File: config.mk
export PLATFORM = sky130hd
export DESIGN_NAME = smc_client
export DESIGN_NICKNAME = d
export VERILOG_FILES = /design/src/design/smc_pkg.sv /design/src/design/smc_sync.sv /design/src/design/smc_timeout.sv /design/src/design/smc_client.sv
export VERILOG_INCLUDE_DIRS = /design/src /design/src/design
export SDC_FILE = /design/constraint.sdc
export NUM_CORES = 1
export LEC_CHECK = 0
export ABC_AREA = 0
export BUFFER_PORTS_ARGS = -buffer_cell sky130_fd_sc_hd__buf_2
export CAP_MARGIN = 0
export CORE_MARGIN = 5
export CORE_UTILIZATION = 30
export DETAILED_ROUTE_END_ITERATION = 7
export GPL_TIMING_DRIVEN = 0
export PLACE_DENSITY = 0.43
export SYNTH_ARGS = -nofsm -noshare
export SYNTH_HDL_FRONTEND = slang
export SYNTH_HIERARCHICAL = 1
export SYNTH_SLANG_ARGS = --single-unit
File: constraint.sdc
create_clock -name clock_i -period 4.7 [get_ports clock_i]
set_input_delay 0.705 -clock clock_i [delete_from_list [all_inputs] [get_ports clock_i]]
set_output_delay 0.705 -clock clock_i [all_outputs]
set_load 0.1 [all_outputs]
File: src/design/smc_defs.svh
// constants of the serial client: addresses, indices, reset values and timing
//
// Notes on behaviour
// - works with serial clock up to 400 kHz; host keeps it above 10 kHz.
// - with timeout enabled, clock low over 30 ms abandons transaction; off at reset.
// - wrong address or unsupported sequence: no acknowledge, registers untouched.
// - advances only on real clock edges, so long clock stretching is tolerated.
// - write byte: address, index, data, all acknowledged; pointer and data stored.
// - read byte: index, repeated start, read address; one byte returned, host nacks.
// - send byte: index then stop only loads the pointer.
// - receive byte returns register at current pointer; pointer unchanged.
// - alert reply query read: pending alert acknowledges and returns own address.
// - each returned address bit is checked on the bus; losing stops sending.
// - full uncontested address sent: set global alert mask, releasing alert.
// - status untouched; alert reasserts when mask cleared with status still set.
// - standby leaves the serial interface fully working.
// - one-shot write in standby triggers exactly one update of all channels.
// - one-shot write while converting continuously gives no one-shot pulse; the data is still written.
// - bytes are eight bits, msb first; receiver acks low in ninth clock.
// - a stop resets the protocol state, ready for a new start.
`ifndef SMC_DEFS_SVH
`define SMC_DEFS_SVH

`define SMC_BYTE_BITS      4'h8
`define SMC_QUERY_ADDR     7'h0C
`define SMC_ONESHOT_IDX    8'h0F
`define SMC_PTR_RST        8'h00
`define SMC_ADDR_RST       7'h00
`define SMC_CLK_HZ         20000000
`define SMC_FSCL_MAX_KHZ   400
`define SMC_FSCL_MIN_KHZ   10
`define SMC_TIMEOUT_MS     30
`define SMC_TIMEOUT_CYCLES (`SMC_TIMEOUT_MS * (`SMC_CLK_HZ / 1000))
`define SMC_SYNC_STAGES    2

`endif

File: src/design/smc_pkg.sv
// types shared by the serial client modules
package smc_pkg;

  typedef enum logic [9:0] {
    ST_IDLE      = 10'h001,
    ST_ADDR      = 10'h002,
    ST_ADDR_ACK  = 10'h004,
    ST_INDEX     = 10'h008,
    ST_INDEX_ACK = 10'h010,
    ST_DATA      = 10'h020,
    ST_DATA_ACK  = 10'h040,
    ST_TX        = 10'h080,
    ST_TX_ACK    = 10'h100,
    ST_IGNORE    = 10'h200
  } smc_state_t;

  typedef struct packed {
    logic idx;
    logic dat;
    logic bad;
    logic rw;
    logic qry;
  } smc_flags_t;

  typedef struct packed {
    logic       we;
    logic [7:0] index;
    logic [7:0] data;
  } smc_wr_t;

endpackage : smc_pkg

File: src/design/smc_sync.sv
// two-stage synchroniser for pin inputs
`timescale 1ns/1ps
module smc_sync #(
  parameter int WIDTH = 2
) (
  input  wire logic             clock_i,
  input  wire logic             reset_n_i,
  input  wire logic [WIDTH-1:0] d_i,
  input  wire logic [WIDTH-1:0] rst_val_i,
  output logic      [WIDTH-1:0] q_o
);
  logic [WIDTH-1:0] meta_q;
  logic [WIDTH-1:0] sync_q;

  generate
    if (WIDTH < 1) begin : g_chk
      $error("smc_sync width must be at least 1");
    end
  endgenerate

  always_ff @(posedge clock_i) begin
    if (!reset_n_i) begin
      meta_q <= rst_val_i;
      sync_q <= rst_val_i;
    end else begin
      meta_q <= d_i;
      sync_q <= meta_q;
    end
  end

  assign q_o = sync_q;

endmodule : smc_sync

File: src/design/smc_timeout.sv
// clock-low timeout counter
`timescale 1ns/1ps
module smc_timeout #(
  parameter int CYCLES = 600000
) (
  input  wire logic clock_i,
  input  wire logic reset_n_i,
  input  wire logic run_i,
  output logic      expire_o
);
  localparam int CNT_W = $clog2(CYCLES + 1);
  logic [CNT_W-1:0] cnt_q;

  generate
    if (CYCLES < 1) begin : g_chk
      $error("smc_timeout needs at least one cycle");
    end
  endgenerate

  always_ff @(posedge clock_i) begin
    if (!reset_n_i) begin
      cnt_q <= '0;
    end else if (!run_i) begin
      cnt_q <= '0;
    end else if (cnt_q != CNT_W'(CYCLES - 1)) begin
      cnt_q <= cnt_q + CNT_W'(1);
    end
  end

  assign expire_o = run_i && (cnt_q == CNT_W'(CYCLES - 1));

endmodule : smc_timeout

File: src/design/smc_client.sv
// serial bus client: byte protocols, alert reply query, timeout, one-shot
`timescale 1ns/1ps
`include "smc_defs.svh"
module smc_client
  import smc_pkg::*;
#(
  parameter int TIMEOUT_CYCLES = `SMC_TIMEOUT_CYCLES
) (
  // clock and reset
  input  wire logic       clock_i,
  input  wire logic       reset_n_i,
  // serial pins
  input  wire logic       serial_clock_line_i,
  input  wire logic       sda_i,
  output logic            sda_o,
  output logic            sda_oe_o,
  output logic            alert_o,
  output logic            alert_oe_o,
  // configuration
  input  wire logic [6:0] own_addr_i,
  input  wire logic       addr_ready_i,
  input  wire logic       timeout_en_i,
  input  wire logic       standby_i,
  // device register file
  output logic      [7:0] reg_ptr_o,
  input  wire logic [7:0] reg_rdata_i,
  output smc_wr_t         reg_wr_o,
  // alert and conversion control
  input  wire logic       status_any_i,
  input  wire logic       mask_all_i,
  output logic            mask_set_o,
  output logic            one_shot_o,
  output logic            busy_o
);

  generate
    if (TIMEOUT_CYCLES < 1) begin : g_chk
      $error("timeout must be at least one cycle");
    end
  endgenerate

  ////////////////////////////////////////////////////////////////////////////
  // pin sampling and bus events

  logic [1:0] pins_s;
  logic       scl_s;
  logic       sda_s;
  logic       scl_p_q;
  logic       sda_p_q;
  logic       scl_rise;
  logic       scl_fall;
  logic       start_det;
  logic       stop_det;

  smc_sync #(
    .WIDTH(2)
  ) u_sync (
    .clock_i   (clock_i),
    .reset_n_i (reset_n_i),
    .d_i       ({serial_clock_line_i, sda_i}),
    .rst_val_i (2'h3),
    .q_o       (pins_s)
  );

  assign scl_s = pins_s[1];
  assign sda_s = pins_s[0];

  always_ff @(posedge clock_i) begin
    if (!reset_n_i) begin
      scl_p_q <= 1'b1;
      sda_p_q <= 1'b1;
    end else begin
      scl_p_q <= scl_s;
      sda_p_q <= sda_s;
    end
  end

  assign scl_rise  = scl_s && !scl_p_q;
  assign scl_fall  = !scl_s && scl_p_q;
  assign start_det = scl_s && scl_p_q && sda_p_q && !sda_s;
  assign stop_det  = scl_s && scl_p_q && !sda_p_q && sda_s;

  ////////////////////////////////////////////////////////////////////////////
  // own address capture

  logic [6:0] own_addr_q;
  logic       addr_lock_q;

  always_ff @(posedge clock_i) begin
    if (!reset_n_i) begin
      own_addr_q  <= `SMC_ADDR_RST;
      addr_lock_q <= 1'b0;
    end else if (addr_ready_i && !addr_lock_q) begin
      own_addr_q  <= own_addr_i;
      addr_lock_q <= 1'b1;
    end
  end

  ////////////////////////////////////////////////////////////////////////////
  // alert output

  logic alert_q;

  always_ff @(posedge clock_i) begin
    if (!reset_n_i) begin
      alert_q <= 1'b0;
    end else begin
      alert_q <= status_any_i && !mask_all_i;
    end
  end

  assign alert_o    = 1'b0;
  assign alert_oe_o = alert_q;

  ////////////////////////////////////////////////////////////////////////////
  // timeout

  smc_state_t state_q;
  smc_state_t state_d;
  logic       abort;

  smc_timeout #(
    .CYCLES(TIMEOUT_CYCLES)
  ) u_tout (
    .clock_i   (clock_i),
    .reset_n_i (reset_n_i),
    .run_i     (timeout_en_i && !scl_s && (state_q != ST_IDLE)),
    .expire_o  (abort)
  );

  ////////////////////////////////////////////////////////////////////////////
  // protocol engine

  logic [3:0] cnt_q;
  logic [3:0] cnt_d;
  logic [7:0] sh_q;
  logic [7:0] sh_d;
  logic       drv_q;
  logic       drv_d;
  smc_flags_t fl_q;
  smc_flags_t fl_d;
  logic [7:0] idx_q;
  logic [7:0] idx_d;
  logic [7:0] dat_q;
  logic [7:0] dat_d;
  logic       ptr_ld;
  logic       wr_go;
  logic       mask_go;
  logic       own_hit;
  logic       qry_hit;

  assign own_hit = addr_lock_q && (sh_q[7:1] == own_addr_q);
  assign qry_hit = (sh_q[7:1] == `SMC_QUERY_ADDR) && sh_q[0] && alert_q;

  always_comb begin
    state_d = state_q;
    cnt_d   = cnt_q;
    sh_d    = sh_q;
    drv_d   = drv_q;
    fl_d    = fl_q;
    idx_d   = idx_q;
    dat_d   = dat_q;
    ptr_ld  = 1'b0;
    wr_go   = 1'b0;
    mask_go = 1'b0;
    if (abort) begin
      state_d = ST_IDLE;
      drv_d   = 1'b0;
      fl_d    = '0;
    end else if (start_det) begin
      ptr_ld  = fl_q.idx && !fl_q.dat && !fl_q.bad;
      state_d = ST_ADDR;
      cnt_d   = 4'h0;
      drv_d   = 1'b0;
      fl_d    = '0;
    end else if (stop_det) begin
      ptr_ld  = fl_q.idx && !fl_q.bad;
      wr_go   = fl_q.idx && fl_q.dat && !fl_q.bad;
      state_d = ST_IDLE;
      drv_d   = 1'b0;
      fl_d    = '0;
    end else if (scl_rise) begin
      case (state_q)
        ST_ADDR, ST_INDEX, ST_DATA: begin
          sh_d  = {sh_q[6:0], sda_s};
          cnt_d = cnt_q + 4'h1;
        end
        ST_TX: begin
          cnt_d = cnt_q + 4'h1;
          if (fl_q.qry && !drv_q && !sda_s) begin
            state_d = ST_IGNORE;
            drv_d   = 1'b0;
          end
        end
        default: begin
        end
      endcase
    end else if (scl_fall) begin
      case (state_q)
        ST_ADDR: begin
          if (cnt_q == `SMC_BYTE_BITS) begin
            if (own_hit || qry_hit) begin
              state_d = ST_ADDR_ACK;
              drv_d   = 1'b1;
              fl_d.rw = sh_q[0];
              fl_d.qry = qry_hit && !own_hit;
            end else begin
              state_d = ST_IGNORE;
              drv_d   = 1'b0;
            end
          end
        end
        ST_ADDR_ACK: begin
          cnt_d = 4'h0;
          if (fl_q.rw) begin
            state_d = ST_TX;
            sh_d    = fl_q.qry ? {own_addr_q, 1'b0} : reg_rdata_i;
            drv_d   = fl_q.qry ? !own_addr_q[6] : !reg_rdata_i[7];
          end else begin
            state_d = ST_INDEX;
            drv_d   = 1'b0;
          end
        end
        ST_INDEX: begin
          if (cnt_q == `SMC_BYTE_BITS) begin
            state_d  = ST_INDEX_ACK;
            drv_d    = 1'b1;
            idx_d    = sh_q;
            fl_d.idx = 1'b1;
          end
        end
        ST_INDEX_ACK, ST_DATA_ACK: begin
          state_d = ST_DATA;
          cnt_d   = 4'h0;
          drv_d   = 1'b0;
        end
        ST_DATA: begin
          if (cnt_q == `SMC_BYTE_BITS) begin
            if (!fl_q.dat) begin
              state_d  = ST_DATA_ACK;
              drv_d    = 1'b1;
              dat_d    = sh_q;
              fl_d.dat = 1'b1;
            end else begin
              state_d  = ST_IGNORE;
              drv_d    = 1'b0;
              fl_d.bad = 1'b1;
            end
          end
        end
        ST_TX: begin
          if (cnt_q == `SMC_BYTE_BITS) begin
            state_d = ST_TX_ACK;
            drv_d   = 1'b0;
            mask_go = fl_q.qry;
          end else begin
            sh_d  = {sh_q[6:0], 1'b0};
            drv_d = !sh_q[6];
          end
        end
        ST_TX_ACK: begin
          state_d = ST_IGNORE;
          drv_d   = 1'b0;
        end
        default: begin
        end
      endcase
    end
  end

  always_ff @(posedge clock_i) begin
    if (!reset_n_i) begin
      state_q <= ST_IDLE;
      cnt_q   <= 4'h0;
      sh_q    <= 8'h00;
      fl_q    <= '0;
      idx_q   <= 8'h00;
      dat_q   <= 8'h00;
    end else begin
      state_q <= state_d;
      cnt_q   <= cnt_d;
      sh_q    <= sh_d;
      fl_q    <= fl_d;
      idx_q   <= idx_d;
      dat_q   <= dat_d;
    end
  end

  ////////////////////////////////////////////////////////////////////////////
  // data line drive

  always_ff @(posedge clock_i) begin
    if (!reset_n_i) begin
      drv_q <= 1'b0;
    end else begin
      drv_q <= drv_d;
    end
  end

  assign sda_o    = 1'b0;
  assign sda_oe_o = drv_q;
  assign busy_o   = (state_q != ST_IDLE);

  ////////////////////////////////////////////////////////////////////////////
  // pointer, register write and control pulses

  logic [7:0] ptr_q;

  always_ff @(posedge clock_i) begin
    if (!reset_n_i) begin
      ptr_q <= `SMC_PTR_RST;
    end else if (ptr_ld) begin
      ptr_q <= idx_q;
    end
  end

  assign reg_ptr_o = ptr_q;

  always_ff @(posedge clock_i) begin
    if (!reset_n_i) begin
      reg_wr_o <= '0;
    end else begin
      reg_wr_o.we    <= wr_go;
      reg_wr_o.index <= idx_q;
      reg_wr_o.data  <= dat_q;
    end
  end

  always_ff @(posedge clock_i) begin
    if (!reset_n_i) begin
      mask_set_o <= 1'b0;
      one_shot_o <= 1'b0;
    end else begin
      mask_set_o <= mask_go;
      one_shot_o <= wr_go && (idx_q == `SMC_ONESHOT_IDX) && standby_i;
    end
  end

endmodule : smc_client

==> metrics.md <==
| Metric | Value |
|---|---|
| DRT iter0 DRCs | `around 260` |
| Global route overflow | `0` |
| Initial antenna violation count | `0` |
| Max transition margin | `between 50% and 60%` |
| Area of the core | `about 17,000 sq um` |
| Combinational fraction of design power | `under 10%` |
| Leakage power total | `about 0.0025 uW` |
| Worst skew pair latency | `0.36 ns` |
| Largest net degree at the start of global routing | `19` |
| Hold-fix buffers at CTS | `0` |
| Clock root cell | `clkbuf_16` |
| Setup_tns | `0 ns` |
| Crit Reg-Reg Startpoint | `state_q[5]` |
| Min-delay worst type | `flop to flop` |
| Max-cap violations | `0` |
| Worst vdd ir | `0.160 mV` |
| Worst clock skew | `slightly below 0.007 ns` |
| Crit path time final | `between 2 and 3 ns` |
| RSZ-0062 raised after global routing | `false` |
| Finished Layout Cells | `837` |
| Global Route Usage Sum | `roughly 14%` |
| Fill count | `1,735` |
| Avg Cell Area, Syn | `between 9 and 10 sq um` |
| Internal cell power | `between 1000 and 1500 uW` |
| Register area share after synthesis | `between 40 and 50%` |
| Synth cell types | `66` |
| Critical Path Sink | `state_q[2]` |
| Routed wire length | `13.5 mm` |
| DR pass1 iterations | `5` |
| Global-route wire length before repair | `about 22 mm` |
| ANT nets after route | `0` |
| Die H | `between 100 and 150 um` |
| Htree depth | `3` |
| Final Max Tran Viols | `0` |
| Full die area | `approximately 20,000 sq um` |
| Clock power frac | `between 40% and 50%` |
| Synthesized cell area | `5120 sq um` |
| Cell count after synthesis | `~540` |
| Pwr Density | `approximately 300 nW/um^2` |
| Post-DP HPWL | `about 9.9 mm` |
| Status | `finished, final reports clean` |
| Ys async rst share | `0%` |
| Tightest Pin Transition | `0.684 ns` |
| Vias | `4,024` |
| Fmax | `around 340 MHz` |
| TritonCTS Buffers | `9` |
| CP Capture Type | `flop` |
| Critical path arrival | `3.27 ns` |
| # diodes | `0` |
| Area grow syn2layout | `16.5%` |
| Final Hold Vio Count | `0` |
| Nets | `about 640` |
| R2r endpoint | `state_q[2]` |
| Post-synth EDFFs | `0` |
| Synthesis Warnings | `6` |
| Seq cells post-synth | `~110` |
| Clock transition at the registers of the reported paths | `~0.08 ns` |
| Clock buffer depth | `2` |
| FP Rows | `47` |
| FF-to-FF setup slack | `1.72 ns` |
| Clk sinks | `about 110` |
| Port Buffers | `53` |
| Worst min-delay path startpoint | `dat_q[0]` |
| Crit start category | `flop` |
| # placed instances | `~820` |
| Ports | `56` |
| Number of gates resized after CTS | `0` |
| Starting Density | `a little under a third` |
| Critical path class | `flop to flop` |
| Net Sw Frac | `about 27%` |
| Sequential share of power | `50.0%` |
| Sw power | `roughly 490 uW` |
| Worst EP required | `4.98 ns` |
| Vias in the first global route | `just over 4,000` |
| CTS tree | `done` |
| Via/cell ratio | `4.81` |
| DRC errors left | `0` |
| Top FF cell, synth | `dfxtp_1` |
| DR WL/cell | `about 16 um` |
| Worst setup path startpoint | `state_q[5]` |
| Final Cycle Share | `between 60% and 70%` |
| Setup Buffers After CTS | `0` |
| Register-to-Register Path Depth | `12` |
| Die X-Extent | `between 100 and 150 um` |
| Final Setup Violations | `0` |
| CP Max Fanout | `10` |
| Routability cong. | `~0.82` |
| Layout cells sized above 1 | `18.3%` |
## synthesized netlist by cell type (all sizes together), types with 3 or more instances
cell | count | area share, %
clkbuf | 12 | 0.90
nand2b | 4 | 0.49
a21oi | 20 | 2.0
nand3 | 15 | 1.5
nand4 | 15 | 2.4
or4 | 4 | 0.59
nor2b | 46 | 5.6
mux2i | 49 | 9.6
xnor2 | 8 | 1.4
a211oi | 6 | 0.88
nor3 | 10 | 0.98
nor4b | 3 | 0.81
mux2 | 5 | 1.1
inv | 11 | 0.81
or3 | 6 | 0.76
xor2 | 13 | 2.2
dfxtp | 106 | 41
ha | 7 | 1.7
o21ai | 15 | 1.5
o31ai | 3 | 0.44
buf | 17 | 3.1
nor3b | 7 | 1.0
a31oi | 8 | 0.98
nand2 | 37 | 2.8
nor4 | 5 | 1.2
nor2 | 44 | 3.3
and3 | 13 | 1.7
and4 | 6 | 1.1
and2 | 20 | 2.5
nand4b | 5 | 0.86
## critical path: stages (launching register included)
cell	delay, ns
dfxtp_1	0.33
buf_4	0.18
nor4_4	0.43
nand2_1	0.15
nor2_1	0.15
nand3_1	0.16
and3_1	0.26
and2_1	0.21
nor2b_1	0.39
nand2_1	0.17
nor2_1	0.21
nand3_1	0.10
o21ai_0	0.17
## cells by family (layout without fill, tap and decap cells)
group	Yosys count	in the layout	synth area share, %
AO/OA/AOI/OAI	68	68	9.04
XOR/XNOR	21	21	3.59
adder cells (fa/ha/maj)	7	7	1.71
buffers and inverters	40	109	4.82
flip-flops	106	106	41.5
multiplexers	54	54	10.7
other	2	6	0.147
AND/OR/NAND/NOR	246	246	28.6
## metal layers
metal	vias to the layer above	GRT usage, %	routed length (um)
li1	2046	-	-
met1	1883	19.4	6610
met5	-	0	0
met4	0	4.84	238
met3	18	2.88	558
met2	77	21.7	6060
## power groups by stage
stage / Clock [uW] / Sequential [uW] / Combinational (uW)
finish: 760 / 921 / 161
global placement: 0 / 943 / 161
detailed placement: 0 / 943 / 162
floorplan: 0 / 941 / 115
global route: 822 / 924 / 177
CTS: 785 / 921 / 162
## layout make-up
cell class / count / area [sq um] / area share, %
sequential: 106 / 2120 / 35.6
buffer: 29 / 205 / 3.44
clock inverter: 5 / 47.5 / 0.797
clock buffer: 11 / 243 / 4.07
inverter: 11 / 41.3 / 0.692
timing repair buffer: 53 / 265 / 4.45
multi-input combinational: 402 / 2770 / 46.4
tap: 220 / 275 / 4.62
## through the flow
stage          worst slack (ns)  power, uW  area [sq um]  utilization (%)  hold slack (ns)
2_1_floorplan              1.23       1060          5130                -            0.429
3_3_place_gp               1.69       1100          5670             34.1            0.451
3_5_place_dp               1.72       1110          5670             34.1            0.441
4_1_cts                    1.70       1870          5960             35.8            0.460
5_1_grt                    1.41       1920          5960             35.8            0.484
6_report                   1.72       1840          5960             35.8            0.458
## state kept, by name, summed over array words and instances, names as in the netlist, 4 cells and up
name	count
fl_q	5
own_addr_q	7
reg_ptr_o	8
sh_q	8
idx_q	8
u_tout/cnt_q	20
state_q	10
dat_q	8
reg_wr_o	17
cnt_q	4
## cells in the final DEF, fill, tap and decap left out, drive strengths merged, types with 3 or more instances in the layout
cell type    n
a211oi       6
a21oi       20
a31oi        8
and2        20
and3        13
and4         6
buf         70
clkbuf      23
clkinv       3
conb         6
dfxtp      106
ha           7
inv         13
mux2         5
mux2i       49
nand2       37
nand2b       4
nand3       15
nand4       15
nand4b       5
nor2        44
nor2b       46
nor3        10
nor3b        7
nor4         5
nor4b        3
o21ai       15
o31ai        3
or3          6
or4          4
xnor2        8
xor2        13
## how the worst min path moves through the flow
| stage | end | slack, ns | cells past startpoint |
|---|---|---|---|
| finish | reg_wr_o[0] | 0.46 | 1 |
| global route | reg_wr_o[1] | 0.48 | 1 |
| CTS | reg_wr_o[0] | 0.46 | 1 |
| detailed placement | reg_wr_o[0] | 0.44 | 1 |
| global placement | reg_wr_o[0] | 0.45 | 1 |
| floorplan | fl_q[4] | 0.43 | 2 |
(Power assumes the default switching activity.)
